<file path="src/core/acm_pkg.sv">
// Purpose : Shared constants and types for the motion detect register bank.
// Assumes : Eight-bit register port, sixteen-bit signed samples at 1024 counts per g.
// Notes   : Offsets are the register port addresses.
package acm_pkg;

  // ==========================================================================
  // Register offsets
  localparam logic [7:0] ACM_OFS_MAKER    = 8'h00;
  localparam logic [7:0] ACM_OFS_TRACE    = 8'h01;
  localparam logic [7:0] ACM_OFS_PART     = 8'h02;
  localparam logic [7:0] ACM_OFS_REVISION = 8'h03;
  localparam logic [7:0] ACM_OFS_SERIAL   = 8'h04;
  localparam logic [7:0] ACM_OFS_SOFT_RST = 8'h18;
  localparam logic [7:0] ACM_OFS_X_TRIM   = 8'h1e;
  localparam logic [7:0] ACM_OFS_Y_TRIM   = 8'h1f;
  localparam logic [7:0] ACM_OFS_Z_TRIM   = 8'h20;
  localparam logic [7:0] ACM_OFS_MOT_THR  = 8'h24;
  localparam logic [7:0] ACM_OFS_STL_THR  = 8'h25;
  localparam logic [7:0] ACM_OFS_STL_TIME = 8'h26;
  localparam logic [7:0] ACM_OFS_MOT_CTL  = 8'h27;
  localparam logic [7:0] ACM_OFS_BANDWIDTH_AND_RATE  = 8'h2c;
  localparam logic [7:0] ACM_OFS_EVENTS   = 8'h30;

  // ==========================================================================
  // Field positions and reset values
  localparam int         ACM_BIT_MOT_COUPLING = 7;
  localparam int         ACM_BIT_STL_COUPLING = 3;
  localparam int         ACM_BIT_LOW_POWER    = 4;
  localparam int         ACM_BIT_EVT_MOTION   = 4;
  localparam int         ACM_BIT_EVT_STILL    = 3;
  localparam logic [7:0] ACM_SOFT_RESET_KEY   = 8'h52;
  localparam logic [7:0] ACM_RST_CONFIG       = 8'h00;
  localparam logic [4:0] ACM_RST_BANDWIDTH_AND_RATE      = 5'h0a;

  // ==========================================================================
  // Scaling: trim is about 4 counts per code, thresholds 16 counts per code
  localparam int ACM_TRIM_SHIFT = 2;
  localparam int ACM_THR_SHIFT  = 4;

  typedef struct packed {
    logic signed [15:0] x;
    logic signed [15:0] y;
    logic signed [15:0] z;
  } acm_axes_t;

  typedef enum logic [1:0] {
    ACM_STL_IDLE,
    ACM_STL_TIMING,
    ACM_STL_DECLARED
  } acm_still_state_t;

endpackage

</file>
<file path="src/core/acm_motion_regs.sv">
// Purpose : Configuration registers, offset trims and motion/stillness detector.
// Assumes : The serial port front end delivers decoded one-cycle read and write
//           strobes with an eight-bit address; samples arrive as one-cycle strobes.
// Notes   : Read data appears one cycle after the read strobe.
//
// Function
// - Fixed read-only maker, trace, part codes
// - Read-only silicon revision number at 0x03
// - Read-only serial number at 0x04
// - Writing 0x52 to 0x18 restores defaults
// - Trims are signed, 3.9 mg per count
// - Trim added to each axis output sample
// - Motion threshold unsigned, 15.625 mg per count
// - Stillness threshold unsigned, 15.625 mg per count
// - Stillness time one second per count
// - Stillness uses filtered samples, needs one sample
// - Zero time: stillness on first low sample after the entry sample
// - Coupling bits D7/D3: clear dc, set ac
// - Ac motion compares against captured start reference
// - Ac stillness reference refreshed when threshold exceeded
// - Axis enable bits; no axes disables function
// - Motion is OR of participating axes
// - Stillness is AND of participating axes
// - Low power bit D4 of rate register
// - Four-bit rate field, resets to 0x0A
// - Reading 0x30 clears motion and stillness flags
// - In sleep only motion detection operates
`timescale 1ns/1ps

module acm_motion_regs #(
  parameter logic [7:0] MAKER_CODE = 8'h5a,  // Arbitrary identification value.
  parameter logic [7:0] TRACE_CODE = 8'h3c,  // Arbitrary identification value.
  parameter logic [7:0] PART_CODE  = 8'h77,  // Arbitrary identification value.
  parameter logic [7:0] REVISION   = 8'h00,
  parameter logic [7:0] SERIAL_NUM = 8'h00
) (
  // Clock and reset
  input  wire logic              clk_sys_in,
  input  wire logic              rst_in,
  // Register port
  input  wire logic [7:0]        reg_addr_in,
  input  wire logic [7:0]        reg_wdata_in,
  input  wire logic              reg_wr_in,
  input  wire logic              reg_rd_in,
  output logic      [7:0]        reg_rdata_out,
  // Sample inputs
  input  wire logic              raw_valid_in,
  input  wire acm_pkg::acm_axes_t raw_in,
  input  wire logic              filt_valid_in,
  input  wire acm_pkg::acm_axes_t filt_in,
  input  wire logic              sleep_in,
  // Output data and events
  output acm_pkg::acm_axes_t     data_out,
  output logic                   data_valid_out,
  output logic                   motion_out,
  output logic                   stillness_out,
  // Configuration seen by the sensing core
  output logic                   low_power_out,
  output logic      [3:0]        rate_out,
  output logic                   soft_reset_out
);
  import acm_pkg::*;

  // ==========================================================================
  // Helper functions
  // Magnitude of a difference, one bit wider so full-scale swings cannot wrap.
  function automatic logic [16:0] mag(input logic signed [15:0] a,
                                     input logic signed [15:0] b);
    logic signed [16:0] d;
    d = 17'(a) - 17'(b);
    mag = d[16] ? 17'(-d) : 17'(d);
  endfunction

  function automatic logic [16:0] thr_counts(input logic [7:0] t);
    thr_counts = 17'({t, 4'h0});
  endfunction

  // Output samples per second for a rate code; slow codes round to one sample.
  function automatic logic [11:0] rate_sps(input logic [3:0] code);
    case (code)
      4'hf:    rate_sps = 12'd3200;
      4'he:    rate_sps = 12'd1600;
      4'hd:    rate_sps = 12'd800;
      4'hc:    rate_sps = 12'd400;
      4'hb:    rate_sps = 12'd200;
      4'ha:    rate_sps = 12'd100;
      4'h9:    rate_sps = 12'd50;
      4'h8:    rate_sps = 12'd25;
      4'h7:    rate_sps = 12'd12;
      4'h6:    rate_sps = 12'd6;
      4'h5:    rate_sps = 12'd3;
      default: rate_sps = 12'd1;
    endcase
  endfunction

  // ==========================================================================
  // Configuration registers
  logic [7:0]       x_trim_reg;
  logic [7:0]       y_trim_reg;
  logic [7:0]       z_trim_reg;
  logic [7:0]       mot_thr_reg;
  logic [7:0]       stl_thr_reg;
  logic [7:0]       stl_time_reg;
  logic [7:0]       mot_ctl_reg;
  logic [4:0]       bandwidth_and_rate_reg;
  logic             mot_flag_reg;
  logic             stl_flag_reg;
  logic [7:0]       rdata_reg;
  logic             soft_rst_reg;

  wire wr_soft_rst  = reg_wr_in && (reg_addr_in == ACM_OFS_SOFT_RST);
  wire soft_rst_cmd = wr_soft_rst && (reg_wdata_in == ACM_SOFT_RESET_KEY);
  wire wr_x_trim    = reg_wr_in && (reg_addr_in == ACM_OFS_X_TRIM);
  wire wr_y_trim    = reg_wr_in && (reg_addr_in == ACM_OFS_Y_TRIM);
  wire wr_z_trim    = reg_wr_in && (reg_addr_in == ACM_OFS_Z_TRIM);
  wire wr_mot_thr   = reg_wr_in && (reg_addr_in == ACM_OFS_MOT_THR);
  wire wr_stl_thr   = reg_wr_in && (reg_addr_in == ACM_OFS_STL_THR);
  wire wr_stl_time  = reg_wr_in && (reg_addr_in == ACM_OFS_STL_TIME);
  wire wr_mot_ctl   = reg_wr_in && (reg_addr_in == ACM_OFS_MOT_CTL);
  wire wr_bandwidth_and_rate   = reg_wr_in && (reg_addr_in == ACM_OFS_BANDWIDTH_AND_RATE);
  wire rd_events    = reg_rd_in && (reg_addr_in == ACM_OFS_EVENTS);

  // Soft reset returns every written register to its default in one cycle.
  always_ff @(posedge clk_sys_in or posedge rst_in) begin
    if (rst_in) begin
      x_trim_reg   <= ACM_RST_CONFIG;
      y_trim_reg   <= ACM_RST_CONFIG;
      z_trim_reg   <= ACM_RST_CONFIG;
      mot_thr_reg  <= ACM_RST_CONFIG;
      stl_thr_reg  <= ACM_RST_CONFIG;
      stl_time_reg <= ACM_RST_CONFIG;
      mot_ctl_reg  <= ACM_RST_CONFIG;
      bandwidth_and_rate_reg  <= ACM_RST_BANDWIDTH_AND_RATE;
    end else if (soft_rst_cmd) begin
      x_trim_reg   <= ACM_RST_CONFIG;
      y_trim_reg   <= ACM_RST_CONFIG;
      z_trim_reg   <= ACM_RST_CONFIG;
      mot_thr_reg  <= ACM_RST_CONFIG;
      stl_thr_reg  <= ACM_RST_CONFIG;
      stl_time_reg <= ACM_RST_CONFIG;
      mot_ctl_reg  <= ACM_RST_CONFIG;
      bandwidth_and_rate_reg  <= ACM_RST_BANDWIDTH_AND_RATE;
    end else begin
      if (wr_x_trim)   x_trim_reg   <= reg_wdata_in;
      if (wr_y_trim)   y_trim_reg   <= reg_wdata_in;
      if (wr_z_trim)   z_trim_reg   <= reg_wdata_in;
      if (wr_mot_thr)  mot_thr_reg  <= reg_wdata_in;
      if (wr_stl_thr)  stl_thr_reg  <= reg_wdata_in;
      if (wr_stl_time) stl_time_reg <= reg_wdata_in;
      if (wr_mot_ctl)  mot_ctl_reg  <= reg_wdata_in;
      if (wr_bandwidth_and_rate)  bandwidth_and_rate_reg  <= reg_wdata_in[4:0];
    end
  end

  // ==========================================================================
  // Read path; unmapped and reserved addresses read zero
  logic [7:0] rd_mux;
  always_comb begin
    if (reg_addr_in == ACM_OFS_MAKER) begin
      rd_mux = MAKER_CODE;
    end else if (reg_addr_in == ACM_OFS_TRACE) begin
      rd_mux = TRACE_CODE;
    end else if (reg_addr_in == ACM_OFS_PART) begin
      rd_mux = PART_CODE;
    end else if (reg_addr_in == ACM_OFS_REVISION) begin
      rd_mux = REVISION;
    end else if (reg_addr_in == ACM_OFS_SERIAL) begin
      rd_mux = SERIAL_NUM;
    end else if (reg_addr_in == ACM_OFS_X_TRIM) begin
      rd_mux = x_trim_reg;
    end else if (reg_addr_in == ACM_OFS_Y_TRIM) begin
      rd_mux = y_trim_reg;
    end else if (reg_addr_in == ACM_OFS_Z_TRIM) begin
      rd_mux = z_trim_reg;
    end else if (reg_addr_in == ACM_OFS_MOT_THR) begin
      rd_mux = mot_thr_reg;
    end else if (reg_addr_in == ACM_OFS_STL_THR) begin
      rd_mux = stl_thr_reg;
    end else if (reg_addr_in == ACM_OFS_STL_TIME) begin
      rd_mux = stl_time_reg;
    end else if (reg_addr_in == ACM_OFS_MOT_CTL) begin
      rd_mux = mot_ctl_reg;
    end else if (reg_addr_in == ACM_OFS_BANDWIDTH_AND_RATE) begin
      rd_mux = {3'h0, bandwidth_and_rate_reg};
    end else if (reg_addr_in == ACM_OFS_EVENTS) begin
      rd_mux = 8'h00;
      rd_mux[ACM_BIT_EVT_MOTION] = mot_flag_reg;
      rd_mux[ACM_BIT_EVT_STILL]  = stl_flag_reg;
    end else begin
      rd_mux = 8'h00;
    end
  end

  // Read data is registered and held, so a slow host always sees a stable byte.
  always_ff @(posedge clk_sys_in or posedge rst_in) begin
    if (rst_in) begin
      rdata_reg    <= 8'h00;
      soft_rst_reg <= 1'b0;
    end else begin
      rdata_reg    <= reg_rd_in ? rd_mux : rdata_reg;
      soft_rst_reg <= soft_rst_cmd;
    end
  end

  // ==========================================================================
  // Offset trim and output data
  logic signed [15:0] raw_a  [3];
  logic signed [15:0] filt_a [3];
  logic signed [15:0] trim_a [3];
  logic        [2:0]  mot_en;
  logic        [2:0]  stl_en;
  assign raw_a[0]  = raw_in.x;
  assign raw_a[1]  = raw_in.y;
  assign raw_a[2]  = raw_in.z;
  assign filt_a[0] = filt_in.x;
  assign filt_a[1] = filt_in.y;
  assign filt_a[2] = filt_in.z;
  assign trim_a[0] = 16'(signed'(x_trim_reg)) <<< ACM_TRIM_SHIFT;
  assign trim_a[1] = 16'(signed'(y_trim_reg)) <<< ACM_TRIM_SHIFT;
  assign trim_a[2] = 16'(signed'(z_trim_reg)) <<< ACM_TRIM_SHIFT;
  assign mot_en    = {mot_ctl_reg[4], mot_ctl_reg[5], mot_ctl_reg[6]};
  // Index 0 is the x axis; the stillness enables sit in reverse order at bits 2:0.
  assign stl_en    = {mot_ctl_reg[0], mot_ctl_reg[1], mot_ctl_reg[2]};

  // Trimmed output sample; the sum wraps, the host keeps trims in range.
  logic signed [15:0] out_a [3];
  acm_axes_t          data_reg;
  logic               data_valid_reg;
  assign out_a[0] = 16'(filt_a[0] + trim_a[0]);
  assign out_a[1] = 16'(filt_a[1] + trim_a[1]);
  assign out_a[2] = 16'(filt_a[2] + trim_a[2]);

  always_ff @(posedge clk_sys_in or posedge rst_in) begin
    if (rst_in) begin
      data_reg       <= '0;
      data_valid_reg <= 1'b0;
    end else begin
      data_valid_reg <= filt_valid_in;
      if (filt_valid_in) data_reg <= '{out_a[0], out_a[1], out_a[2]};
    end
  end

  // ==========================================================================
  // Motion detector on unfiltered samples
  logic signed [15:0] mot_ref_reg [3];
  logic               mot_armed_reg;
  logic        [2:0]  mot_above;
  wire mot_ac      = mot_ctl_reg[ACM_BIT_MOT_COUPLING];
  wire mot_active  = |mot_en;
  // Any control change drops the reference; the next raw sample re-arms.
  wire mot_restart = wr_mot_ctl || soft_rst_cmd || !mot_active;

  always_comb begin
    for (int i = 0; i < 3; i++) begin
      mot_above[i] = mot_en[i] && (mag(raw_a[i], mot_ac ? mot_ref_reg[i] : 16'sh0000)
                                   > thr_counts(mot_thr_reg));
    end
  end
  wire mot_hit = mot_armed_reg && raw_valid_in && (|mot_above);

  // Ac mode takes a fresh reference after each trigger so motion is relative to rest.
  always_ff @(posedge clk_sys_in or posedge rst_in) begin
    if (rst_in) begin
      mot_armed_reg <= 1'b0;
      for (int i = 0; i < 3; i++) mot_ref_reg[i] <= 16'sh0000;
    end else if (mot_restart) begin
      mot_armed_reg <= 1'b0;
    end else if (raw_valid_in && (!mot_armed_reg || (mot_hit && mot_ac))) begin
      mot_armed_reg <= 1'b1;
      for (int i = 0; i < 3; i++) mot_ref_reg[i] <= raw_a[i];
    end
  end

  // ==========================================================================
  // Stillness detector on filtered samples
  acm_still_state_t   stl_state_reg;
  acm_still_state_t   stl_state_next;
  logic signed [15:0] stl_ref_reg [3];
  logic        [11:0] stl_smp_reg;
  logic        [7:0]  stl_sec_reg;
  logic        [2:0]  stl_high;
  wire stl_ac     = mot_ctl_reg[ACM_BIT_STL_COUPLING];
  // A control, stillness threshold or stillness time write parks the detector in idle
  // until the next filtered sample, so a new threshold or time never meets a half-counted interval.
  wire wr_stl_ctl_any = wr_mot_ctl || wr_stl_thr || wr_stl_time || soft_rst_cmd;
  wire stl_run    = (|stl_en) && !sleep_in && !wr_stl_ctl_any;
  wire [11:0] sps = rate_sps(bandwidth_and_rate_reg[3:0]);

  always_comb begin
    for (int i = 0; i < 3; i++) begin
      stl_high[i] = stl_en[i] && (mag(filt_a[i], stl_ac ? stl_ref_reg[i] : 16'sh0000)
                                  >= thr_counts(stl_thr_reg));
    end
  end
  wire all_low  = !(|stl_high);
  // Seconds are counted in output samples, so the timer follows the rate code.
  wire sec_done = (stl_smp_reg == sps - 12'd1);
  wire time_met = (stl_time_reg == 8'h00) ||
                  (sec_done && (stl_sec_reg == stl_time_reg - 8'h01));

  always_comb begin
    stl_state_next = stl_state_reg;
    case (stl_state_reg)
      ACM_STL_IDLE: begin
        if (stl_run && filt_valid_in) stl_state_next = ACM_STL_TIMING;
      end
      ACM_STL_TIMING: begin
        if (filt_valid_in && all_low && time_met) stl_state_next = ACM_STL_DECLARED;
      end
      ACM_STL_DECLARED: begin
        if (filt_valid_in && !all_low) stl_state_next = ACM_STL_TIMING;
      end
      default: stl_state_next = ACM_STL_IDLE;
    endcase
    if (!stl_run) stl_state_next = ACM_STL_IDLE;
  end
  wire stl_hit = (stl_state_reg == ACM_STL_TIMING) && stl_run && filt_valid_in &&
                 all_low && time_met;

  // The reference is loaded on entry and refreshed on each high sample.
  always_ff @(posedge clk_sys_in or posedge rst_in) begin
    if (rst_in) begin
      stl_state_reg <= ACM_STL_IDLE;
      stl_smp_reg   <= 12'h000;
      stl_sec_reg   <= 8'h00;
      for (int i = 0; i < 3; i++) stl_ref_reg[i] <= 16'sh0000;
    end else begin
      stl_state_reg <= stl_state_next;
      if (stl_state_reg != ACM_STL_TIMING || (filt_valid_in && !all_low)) begin
        stl_smp_reg <= 12'h000;
        stl_sec_reg <= 8'h00;
      end else if (filt_valid_in) begin
        stl_smp_reg <= sec_done ? 12'h000 : stl_smp_reg + 12'h001;
        stl_sec_reg <= sec_done ? stl_sec_reg + 8'h01 : stl_sec_reg;
      end
      if (filt_valid_in && ((stl_state_reg == ACM_STL_IDLE) || !all_low)) begin
        for (int i = 0; i < 3; i++) stl_ref_reg[i] <= filt_a[i];
      end
    end
  end

  // ==========================================================================
  // Event flags; a new event in the read cycle survives the clear
  always_ff @(posedge clk_sys_in or posedge rst_in) begin
    if (rst_in) begin
      mot_flag_reg <= 1'b0;
      stl_flag_reg <= 1'b0;
    end else if (soft_rst_cmd) begin
      mot_flag_reg <= 1'b0;
      stl_flag_reg <= 1'b0;
    end else begin
      mot_flag_reg <= mot_hit || (mot_flag_reg && !rd_events);
      stl_flag_reg <= stl_hit || (stl_flag_reg && !rd_events);
    end
  end

  // ==========================================================================
  // Outputs
  // The soft reset pulse tells the sensing core to restart its start-up sequence.
  assign reg_rdata_out  = rdata_reg;
  assign data_out       = data_reg;
  assign data_valid_out = data_valid_reg;
  assign motion_out     = mot_flag_reg;
  assign stillness_out  = stl_flag_reg;
  assign low_power_out  = bandwidth_and_rate_reg[ACM_BIT_LOW_POWER];
  assign rate_out       = bandwidth_and_rate_reg[3:0];
  assign soft_reset_out = soft_rst_reg;

endmodule

</file>
<file path="config.mk">
export PLATFORM = sky130hd
export DESIGN_NAME = acm_motion_regs
export DESIGN_NICKNAME = d
export VERILOG_FILES = /design/src/core/acm_pkg.sv /design/src/core/acm_motion_regs.sv
export SDC_FILE = /design/constraint.sdc
export NUM_CORES = 1
export LEC_CHECK = 0
export BUFFER_PORTS_ARGS = -buffer_cell sky130_fd_sc_hd__clkbuf_2
export CAP_MARGIN = 10
export CORE_MARGIN = 5
export CORE_UTILIZATION = 45
export CTS_BUF_LIST = sky130_fd_sc_hd__clkbuf_16
export DETAILED_ROUTE_END_ITERATION = 6
export HOLD_SLACK_MARGIN = 0.12
export PLACE_DENSITY_LB_ADDON = 0.05
export SYNTH_ARGS = -nofsm -noshare
export SYNTH_HDL_FRONTEND = slang
export SYNTH_SLANG_ARGS = --single-unit
</file>
<file path="constraint.sdc">
create_clock -name clk_sys_in -period 7.52 [get_ports clk_sys_in]
set_input_delay 0 -clock clk_sys_in [delete_from_list [all_inputs] [get_ports clk_sys_in]]
set_output_delay 0 -clock clk_sys_in [all_outputs]
set_load 0.01 [all_outputs]
</file>
==> run metrics, run 1 <==
total track usage 23.3%; crit-path max FO 23; via density per instance 5.76; DRC violations left 0; Worst Path Required 7990 ps; Post-CTS Setup Bufs 0; Distinct cells, synth 92; Tightest Hold Check Type in -> reg; fin crit period 6910 ps; Post-synth ARST share 100%; CTS Buf Count 31; Post-Syn Nets 2842; core area 0.0468 mm2; Reg-to-Reg Start mot_ctl_reg[7]$_DFFE_PP0P_; Least-Margin Pin Slew 1030 ps; Slew headroom 31.2%; Critical Path End Type flop; R2R setup slack 610 ps; final WL 62.2 mm; Area Overhead vs Synth 17.2%; count leader, synth nand2_1; effective utilization at floorplan 45.8%; Synth top cells by count 306 x nand2_1, 238 x dfrtp_1, 203 x ha_1; Final Util 53.6%; share of cells above drive strength 1 14.5%; Die X 228 um; pin count of the biggest net entering global routing 144; Seq/Total Area, Yosys 28.1%; period utilisation layout 91.9%; Max Cap Viol 0; reg2reg end mot_ref_reg[32]$_DFFE_PP0P_; final setup fails 0; global-route wire length before repair 103 mm; Lkg Pwr 10.8 nW; drt wl/cell 18.3 um; die area 0.0520 mm2; initial antenna violation count 9; die height 228 um; post-synth top area cell dfrtp_1; Post-DRT Antenna Nets 0; Clock Latency Late Sink 590 ps; I/O pin cnt 184; Seq cells post-synth 240; Fmax achieved 145 MHz; pwr/cell area 180 mW/mm2; Peak VDD IR 0.000189 V; clock skew 18.1 ps; Area contributors post-synth dfrtp_1 28%, ha_1 12%, mux2_2 6.3%, nand2_1 5.4%, xnor2_1 5.0%; vias in the first global route 19626; Port Buffer Count 183; Critical Path AT 7370 ps; Post-synth EDFFs 0; via count 19627; Synth Area per Inst 8.52 um2; gr ovfl total 0; Final Hold Viols 0; clock sink count 240; Syn Inst Count 2511; critical path class reg -> reg; 1st-pass router iterations 6; Final GP Congestion 0.889; Most used DFF post-synth dfrtp_1; Initial DRC Count 1184; Synth top area share 27.8%; row cnt 79; Hold Path Depth 3; detailed placer's ending HPWL 47.4 mm; fillcell total 4389; TritonCTS clock tree yes; warnings from Yosys 0; status finished, final reports clean; Worst Hold End mot_ref_reg[11]$_DFFE_PP0P_; setup_tns 0 ps; nets 3098; Bufs on Longest Clock Path 3; RSZ-0062 raised after global routing false; clock-pin slew on the worst setup and hold paths 60 ps; Min-Delay Startpoint raw_in[11]; CP Launch Type flop; Cell Area, Synth 0.0214 mm2; max-slew violations 0; CTS root buf clkbuf_16; H-tree levels 1; FF-to-FF path depth 24
-- per-layer routing --
layer / wire length, um / GRT usage [%] / up-vias
li1: - / - / 9653
met1: 27300 / 29.8 / 9407
met2: 30000 / 41.1 / 440
met3: 2800 / 3.50 / 123
met4: 2020 / 6.66 / 4
met5: 27 / 0 / -
-- layout make-up --
cell class	instances	area (um2)	area share, %
sequential	240	6010	24.0
timing repair buffer	327	2330	9.28
tap	607	759	3.03
multi-input combinational	2042	14500	57.8
clock buffer	31	776	3.09
antenna	7	17.5	0.0699
inverter	125	477	1.90
clock inverter	26	219	0.873
-- cell families after synthesis --
| kind of cell | Yosys count | synth area share, % |
|---|---|---|
| mux | 159 | 8.27 |
| fa+ha+maj | 212 | 12.7 |
| flops | 240 | 28.1 |
| simple gates | 867 | 19.8 |
| xor+xnor | 186 | 7.62 |
| compound gates | 618 | 19.2 |
| buf+inv | 229 | 4.34 |
-- critical path, cell delays in order, from the launching register on --
cell and delay (ps):
dfrtp_2 710, and2_1 230, ha_1 170, inv_1 50
fa_1 430, a211oi_1 490, nor2_1 140, o21ai_1 460
mux2_2 400, or2_2 310, nor2_1 110, a21oi_1 90
xnor2_1 190, ha_1 340, nand4_1 160, nor2_1 140
nand2_1 50, or3_1 310, o41ai_1 90, o31ai_1 150
a211oi_2 270, o21ai_1 150, a41oi_4 360, mux2_2 380
dlygate4sd3_1 560
-- what timing repair did --
item                       4_1_cts  5_1_grt
hold buffers                   120        0
setup endpoints to repair        0       60
gates resized for setup          0        5
hold endpoints to repair       312        0
-- worst max path at each step --
stage	start	to	slack (ps)	depth (start not counted)
final	mot_ctl_reg[7]$_DFFE_PP0P_	mot_ref_reg[32]$_DFFE_PP0P_	610	24
after global routing	mot_ctl_reg[3]$_DFFE_PP0P_	stl_ref_reg[15]$_DFFE_PP0P_	60	25
after detailed placement	mot_ctl_reg[3]$_DFFE_PP0P_	stl_ref_reg[7]$_DFFE_PP0P_	550	25
after CTS	mot_ctl_reg[7]$_DFFE_PP0P_	mot_ref_reg[32]$_DFFE_PP0P_	420	25
after global placement	mot_ctl_reg[7]$_DFFE_PP0P_	mot_ref_reg[23]$_DFFE_PP0P_	730	25
after floorplan	rst_in	bandwidth_and_rate_reg[0]$_DFFE_PP0P_	940	1
-- placed cells by master, fill, tap and decap left out, types with 21 or more instances in the layout --
master,count
nand2_1,306
dfrtp_1,236
ha_1,203
clkbuf_2,183
a21oi_1,168
nor2_1,163
inv_1,128
xnor2_1,123
mux2_2,120
dlygate4sd3_1,120
o21ai_0,108
nand3_1,84
xor2_1,63
a21o_1,57
nor3_1,49
nor2b_1,39
nand4_1,37
and3_1,33
clkbuf_16,31
o21a_1,30
a31oi_1,28
nand2b_1,25
and2_1,24
mux2_1,22
a211oi_1,21
o211ai_1,21
buf_4,21
-- power by group --
group / internal [mW] / switching, mW
Sequential: 1.51 / 0.131
Clock: 0.877 / 0.599
Combinational: 0.644 / 0.744
-- through the flow --
stage | setup WS (ps) | total power [mW] | hold WS [ps] | instance area [um2] | instances
4_1_cts | 423 | 4.55 | 142 | 25000 | 3398
5_1_grt | 63.1 | 4.80 | 188 | 25100 | 3404
3_5_place_dp | 553 | 2.99 | 163 | 22800 | 3221
3_3_place_gp | 729 | 2.95 | 158 | 22800 | 3221
6_report | 611 | 4.50 | 183 | 25100 | 3405
2_1_floorplan | 935 | 2.61 | 31.4 | 21400 | 2511
Power figures use the tool's default switching activity.
==> inputs of run 2 (changes only) <==
Clock period 7.52 ns to 8.4 ns, I/O delays scaled along.
==> run 2 against run 1 <==
Effect of this change: routed wire length grew 1.0%; first-iteration DRC count fell by 16%; non-clock buffer count fell by 5; die area unchanged; critical path depth grew 2; utilization increased by 0.10 points; via count shrank 0.36%; combinational power down 11%; final area is 0.19% higher; clock-buffer cell count unchanged; hold slack worse by 2.8 ps; sequential power is 10% lower; critical path type unchanged; largest power group unchanged.
==> run metrics, run 2 (synthesized netlist as in run 1, its figures left out) <==
final WL 62.8 mm (was 62.2 mm); Clock Latency Late Sink 590 ps (about the same); row cnt 79 (unchanged); via density per instance 5.75 (was 5.76); pwr/cell area 164 mW/mm2 (was 180 mW/mm2); Net Sw Power 1.35 mW (was 1.47 mW); Fmax achieved 144 MHz (was 145 MHz); I/O pin cnt 184 (unchanged); Max Cap Viol 0 (unchanged); CP Launch Type flop (unchanged); initial antenna violation count 7 (was 9); vias in the first global route 19489 (was 19626); Switching Fraction 32.7% (about the same); cts hold-fix bufs 121 (was 120); most frequent cells in the layout 306 x nand2_1, 237 x dfrtp_1, 203 x ha_1, 183 x clkbuf_2, 168 x a21oi_1 (was 306 x nand2_1, 236 x dfrtp_1, 203 x ha_1, 183 x clkbuf_2, 168 x a21oi_1); Placed Cells 3215 (was 3221); Hold WS 180 ps (was 183 ps); 1st-pass router iterations 5 (was 6); Peak VDD IR 0.000156 V (was 0.000189 V); nets 3093 (was 3098); Min-Delay Startpoint raw_in[8] (was raw_in[11]); Critical Path AT 7390 ps (was 7370 ps); critical path class reg -> reg (unchanged); Pint 2.78 mW (was 3.03 mW); Bufs on Longest Clock Path 3 (unchanged); detailed placer's ending HPWL 47.1 mm (was 47.4 mm); CTS root buf clkbuf_16 (unchanged); effective utilization at floorplan 45.8% (unchanged); worst setup margin 1470 ps (was 611 ps); DRC violations left 0 (unchanged); Reg power frac 35.6% (was 36.4%); die height 228 um (unchanged); TritonCTS clock tree yes (unchanged); setup_tns 0 ps (unchanged); Port Buffer Count 183 (unchanged); most common cell after layout, fill and taps aside nand2_1 (unchanged); global-route wire length before repair 102 mm (was 103 mm); CTS Buf Count 31 (unchanged); drt wl/cell 18.5 um (was 18.3 um); Initial DRC Count 997 (was 1184); pin count of the biggest net entering global routing 138 (was 144); Worst Path Required 8860 ps (was 7990 ps); final non-filler cell total 3401 (was 3405); Final GP Congestion 0.883 (was 0.889); fillcell total 4380 (was 4389); total track usage 23.3% (about the same); Lkg Pwr 10.8 nW (about the same); Reg-to-Reg Start mot_ctl_reg[3]$_DFFE_PP0P_ (was mot_ctl_reg[7]$_DFFE_PP0P_); max-slew violations 0 (unchanged); RSZ-0062 raised after global routing false (unchanged); slowest library cell on the worst path a211oi_1 (was dfrtp_2); combinational share of power 30.0% (was 30.8%); Area Overhead vs Synth 17.5% (was 17.2%); Die X 228 um (unchanged); Tightest Hold Check Type in -> reg (unchanged); die area 0.0520 mm2 (unchanged); clock skew 17.1 ps (was 18.1 ps); final setup fails 0 (unchanged); crit-path max FO 49 (was 23); Post-DRT Antenna Nets 0 (unchanged); clock share of power 34.4% (was 32.8%); gr ovfl total 0 (unchanged); CTS resizes 0 (unchanged); CP peak stage delay 450 ps (was 710 ps); via count 19556 (was 19627); CP delay by family, top compound AO/OA/AOI/OAI gates (unchanged); Critical Path End Type flop (unchanged); clock-pin slew on the worst setup and hold paths 60 ps (about the same); period utilisation layout 82.5% (was 91.9%); Final Hold Viols 0 (unchanged); clock sink count 240 (unchanged); fin crit period 6930 ps (was 6910 ps); H-tree levels 1 (unchanged); status finished, final reports clean (unchanged); share of cells above drive strength 1 14.5% (about the same); Least-Margin Pin Slew 1330 ps (was 1030 ps); Post-CTS Setup Bufs 0 (unchanged); Final Util 53.7% (was 53.6%); core area 0.0468 mm2 (unchanged); Worst Path Buf+Inv 3 (was 2); crit path launch mot_ctl_reg[3]$_DFFE_PP0P_ (was mot_ctl_reg[7]$_DFFE_PP0P_); Slew headroom 10.6% (was 31.2%); pre-CTS setup slack 1460 ps (was 553 ps)
[run 2: per-layer routing]
layer	wire, um	global-route usage (%)
met1	27200	28.6
met2	30500	41.6
met3	2940	4.11
met4	2170	7.41
met5	0	0
[run 2: final timing paths]
kind / to / cells after the start / slack [ps]
max: stl_ref_reg[41]$_DFFE_PP0P_ / 26 / 1470
max reg2reg: stl_ref_reg[41]$_DFFE_PP0P_ / 26 / 1470
min in group asynchronous: mot_ref_reg[42]$_DFFE_PP0P_ / 4 / 690
min reg2reg: data_out[6]$_DFFE_PP0P_ / 1 / 480
max in group asynchronous: data_out[3]$_DFFE_PP0P_ / 5 / 6460
min: mot_ref_reg[8]$_DFFE_PP0P_ / 3 / 180
[run 2: worst register-to-register path, delay by kind of cell, from the launching register on]
family          cells  cell delay, ps
xor+xnor            1             150
buf+inv             3             550
mux                 1             380
flops               1             390
simple gates        3             640
compound gates     15            3850
fa+ha+maj           3             850
[run 2: power groups by stage]
stage	clock [mW]	sequential [mW]	combinational [mW]
after floorplan	0	1.47	0.871
after global placement	0	1.48	1.17
after detailed placement	0	1.49	1.19
after CTS	1.46	1.47	1.24
after global routing	1.50	1.49	1.39
final	1.42	1.47	1.24
[run 2: layout make-up]
| cell class | instances | area [um2] | area share (%) |
|---|---|---|---|
| diodes | 7 | 17.5 | 0.0697 |
| inverters | 125 | 477 | 1.90 |
| clock buffers | 31 | 776 | 3.09 |
| repair buffers | 322 | 2300 | 9.15 |
| well taps | 607 | 759 | 3.02 |
| clock inverters | 27 | 304 | 1.21 |
| flip-flops and latches | 240 | 6010 | 23.9 |
| multi-input cells | 2042 | 14500 | 57.6 |
[run 2: per-stage QoR]
stage | power (mW) | instance area (um2)
3_3_place_gp | 2.64 | 22800
3_5_place_dp | 2.68 | 22800
6_report | 4.13 | 25100
4_1_cts | 4.17 | 25100
5_1_grt | 4.38 | 25100
2_1_floorplan | 2.34 | 21400
==> inputs of run 3 (changes only) <==
Settings changed: ABC_AREA from default to 1.
Clock period 8.4 ns to 7 ns, I/O delays scaled along.
==> run 3 against run 2 <==
Effect of this change: flip-flop and latch count did not move; highest routed layer is now met5; critical path depth up 7; clock-buffer cell count stayed put; final area is 2.5% higher; first-iteration DRC count up 28%.
==> run metrics, run 3 <==
die area 0.0534 mm2 (was 0.0520 mm2); R2R setup slack 1210 ps (was 1470 ps); Area contributors post-synth dfrtp_1 27%, nand2_1 19%, ha_1 12%, inv_1 7.2%, nand3_1 6.9% (was dfrtp_1 28%, ha_1 12%, mux2_2 6.3%, nand2_1 5.4%, xnor2_1 5.0%); initial antenna violation count 9 (was 7); Final GP Congestion 0.926 (was 0.883); FF-to-FF path depth 33 (was 26); Least-Margin Pin Slew 1060 ps (was 1330 ps); Port Buffer Count 183 (unchanged); final setup fails 0 (unchanged); Power Total 4.77 mW (was 4.13 mW); slowest library cell on the worst path dfrtp_1 (was a211oi_1); drt wl/cell 15.6 um (was 18.5 um); I/O pin cnt 184 (unchanged); Cell Area, Synth 0.0220 mm2 (was 0.0214 mm2); Synth top area share 27.1% (was 27.8%); share of cells above drive strength 1 8.42% (was 14.5%); compound-gate portion of the synthesized area 10.4% (was 19.2%); DP Area 0.0234 mm2 (was 0.0228 mm2); fin crit period 5790 ps (was 6930 ps); Post-synth EDFFs 0 (unchanged); Post-CTS Setup Bufs 0 (unchanged); die height 231 um (was 228 um); Critical Path AT 6270 ps (was 7390 ps); 1st-pass router iterations 5 (unchanged); Lkg Pwr 13.9 nW (was 10.8 nW); Tightest Hold Check Type in -> async (was in -> reg); final non-filler cell area 0.0258 mm2 (was 0.0251 mm2); Die X 231 um (was 228 um); RSZ-0062 raised after global routing false (unchanged); Clock Latency Late Sink 600 ps (was 590 ps); critical path's most frequent cell nand2_1; Worst Path Required 7480 ps (was 8860 ps); Distinct cells, synth 58 (was 92); Fmax achieved 173 MHz (was 144 MHz); CTS root buf clkbuf_16 (unchanged); Final Hold Viols 0 (unchanged); Critical Path End Type flop (unchanged); nets 3964 (was 3093); pin count of the biggest net entering global routing 128 (was 138); Post-Synth Adder-Cell Area 12.4% (was 12.7%); detailed placer's ending HPWL 51.5 mm (was 47.1 mm); H-tree levels 1 (unchanged); Reg-to-Reg Start mot_ctl_reg[7]$_DFFE_PP0P_ (was mot_ctl_reg[3]$_DFFE_PP0P_); TritonCTS clock tree yes (unchanged); Synth top cells by count 1137 x nand2_1, 422 x inv_1, 302 x nand3_1 (was 306 x nand2_1, 238 x dfrtp_1, 203 x ha_1); critical path class reg -> reg (unchanged); Most used DFF post-synth dfrtp_1 (unchanged); via count 22194 (was 19556); global-route wire length before repair 109 mm (was 102 mm); count leader, synth nand2_1 (unchanged); status finished, final reports clean (unchanged); Seq cells post-synth 240 (unchanged); CTS Buf Count 31 (unchanged); CP peak stage delay 690 ps (was 450 ps); crit-path max FO 49 (unchanged); most frequent cells in the layout 1137 x nand2_1, 429 x inv_1, 302 x nand3_1, 238 x dfrtp_1, 233 x nor2_1 (was 306 x nand2_1, 237 x dfrtp_1, 203 x ha_1, 183 x clkbuf_2, 168 x a21oi_1); Slew headroom 28.5% (was 10.6%); clock sink count 240 (unchanged); Seq/Total Area, Yosys 27.3% (was 28.1%); period utilisation layout 82.7% (was 82.5%); warnings from Yosys 0 (unchanged); Post-DRT Antenna Nets 0 (unchanged); core area 0.0486 mm2 (was 0.0468 mm2); Syn Inst Count 3335 (was 2511); Synth Area per Inst 6.59 um2 (was 8.52 um2); mux cell area share after synthesis 0% (was 8.27%); Bufs on Longest Clock Path 3 (unchanged); Peak VDD IR 0.000185 V (was 0.000156 V); Placed Cells 4086 (was 3215); reg2reg end mot_ref_reg[4]$_DFFE_PP0P_ (was stl_ref_reg[41]$_DFFE_PP0P_); final WL 66.8 mm (was 62.8 mm); Area Overhead vs Synth 17.2% (was 17.5%); row cnt 81 (was 79); main combinational cell family by area after synthesis simple AND/OR/NAND/NOR gates (unchanged); CP Launch Type flop (unchanged); DRC violations left 0 (unchanged); Initial DRC Count 1278 (was 997); Post-Synth XOR/XNOR Area 5.53% (was 7.62%); most common cell after layout, fill and taps aside nand2_1 (unchanged); Post-synth ARST share 100% (unchanged); vias in the first global route 21672 (was 19489); max-slew violations 0 (unchanged); post-synth top area cell dfrtp_1 (unchanged); Simple-Gate Fraction of Synth Area 35.4% (was 19.8%); clock-pin slew on the worst setup and hold paths 60 ps (about the same); pwr/cell area 185 mW/mm2 (was 164 mW/mm2); setup_tns 0 ps (unchanged); clock skew 14.8 ps (was 17.1 ps); total track usage 24.5% (was 23.3%); Post-Syn Nets 3666 (was 2842); final non-filler cell total 4288 (was 3401); gr ovfl total 0 (unchanged); via density per instance 5.18 (was 5.75); effective utilization at floorplan 45.2% (was 45.8%); Max Cap Viol 0 (unchanged)
## run 3: cell types whose count changed in the layout (fill, tap and decap cells not counted), moves of 47 or more
| cell | delta |
|---|---|
| nand3_1 | +218 |
| xnor2_1 | -98 |
| mux2_2 | -120 |
| xor2_1 | +47 |
| nand2_1 | +831 |
| nor2_1 | +70 |
| inv_1 | +304 |
## run 3: per-layer routing
metal | vias up | share of wire (%) | routed length [um] | global-route usage, %
met2 | 450 | 48 | 31900 | 43.4
met4 | 2 | 2.1 | 1380 | 5.27
met5 | - | 0.019 | 13 | 0
li1 | 11382 | - | - | -
met3 | 97 | 4.6 | 3070 | 3.17
met1 | 10263 | 46 | 30400 | 32.1
## run 3: area by class of cell
type | instances | area, um2
Antenna cell | 8 | 20.0
Clock buffer | 31 | 776
Clock inverter | 27 | 166
Fill cell | 4853 | 22900
Inverter | 441 | 1670
Multi-Input combinational cell | 2592 | 14000
Sequential cell | 240 | 6010
Tap cell | 622 | 778
Timing Repair Buffer | 327 | 2350
## run 3: cells by family after synthesis
kind of cell / Yosys count
flip-flops: 240
adder cells (fa/ha/maj): 212
buffers and inverters: 503
AND/OR/NAND/NOR: 1839
AO/OA/AOI/OAI: 404
XOR/XNOR: 137
## run 3: repair_timing
action / CTS / global route
gates resized for setup: 0 / 0
endpoints found under the setup margin: 0 / 0
endpoints found under the hold margin: 328 / 0
hold buffers: 136 / 0
## run 3: power by group
group,switching (mW),leakage [nW],internal (mW)
clock network,0.651,0.500,0.867
logic,0.923,10.4,0.560
registers,0.153,2.99,1.61
## run 3: worst max-delay path: cells and delay by family (launching register included)
kind	cells	cell delay (ps)
XOR/XNOR	1	150
AND/OR/NAND/NOR	20	2520
buffers and inverters	4	780
adder cells (fa/ha/maj)	3	850
AO/OA/AOI/OAI	5	600
flip-flops	1	690
## run 3: how the worst max path moves through the flow
stage	from	endpoint	slack, ps	cells past startpoint
2_1_floorplan	rst_in	bandwidth_and_rate_reg[0]$_DFFE_PP0P_	420	1
3_3_place_gp	mot_ctl_reg[7]$_DFFE_PP0P_	mot_ref_reg[2]$_DFFE_PP0P_	1350	33
3_5_place_dp	mot_ctl_reg[7]$_DFFE_PP0P_	mot_ref_reg[36]$_DFFE_PP0P_	1160	32
4_1_cts	mot_ctl_reg[7]$_DFFE_PP0P_	mot_ref_reg[36]$_DFFE_PP0P_	1120	32
5_1_grt	mot_ctl_reg[7]$_DFFE_PP0P_	mot_ref_reg[43]$_DFFE_PP0P_	460	33
6_report	mot_ctl_reg[7]$_DFFE_PP0P_	mot_ref_reg[4]$_DFFE_PP0P_	1210	33
## run 3: metrics by stage
step	setup WS [ps]	util, %	hold WS [ps]
after floorplan	415	-	31.4
after global placement	1350	48.2	231
after detailed placement	1160	48.2	242
after CTS	1120	52.9	139
after global routing	459	52.9	200
final	1210	53.0	142
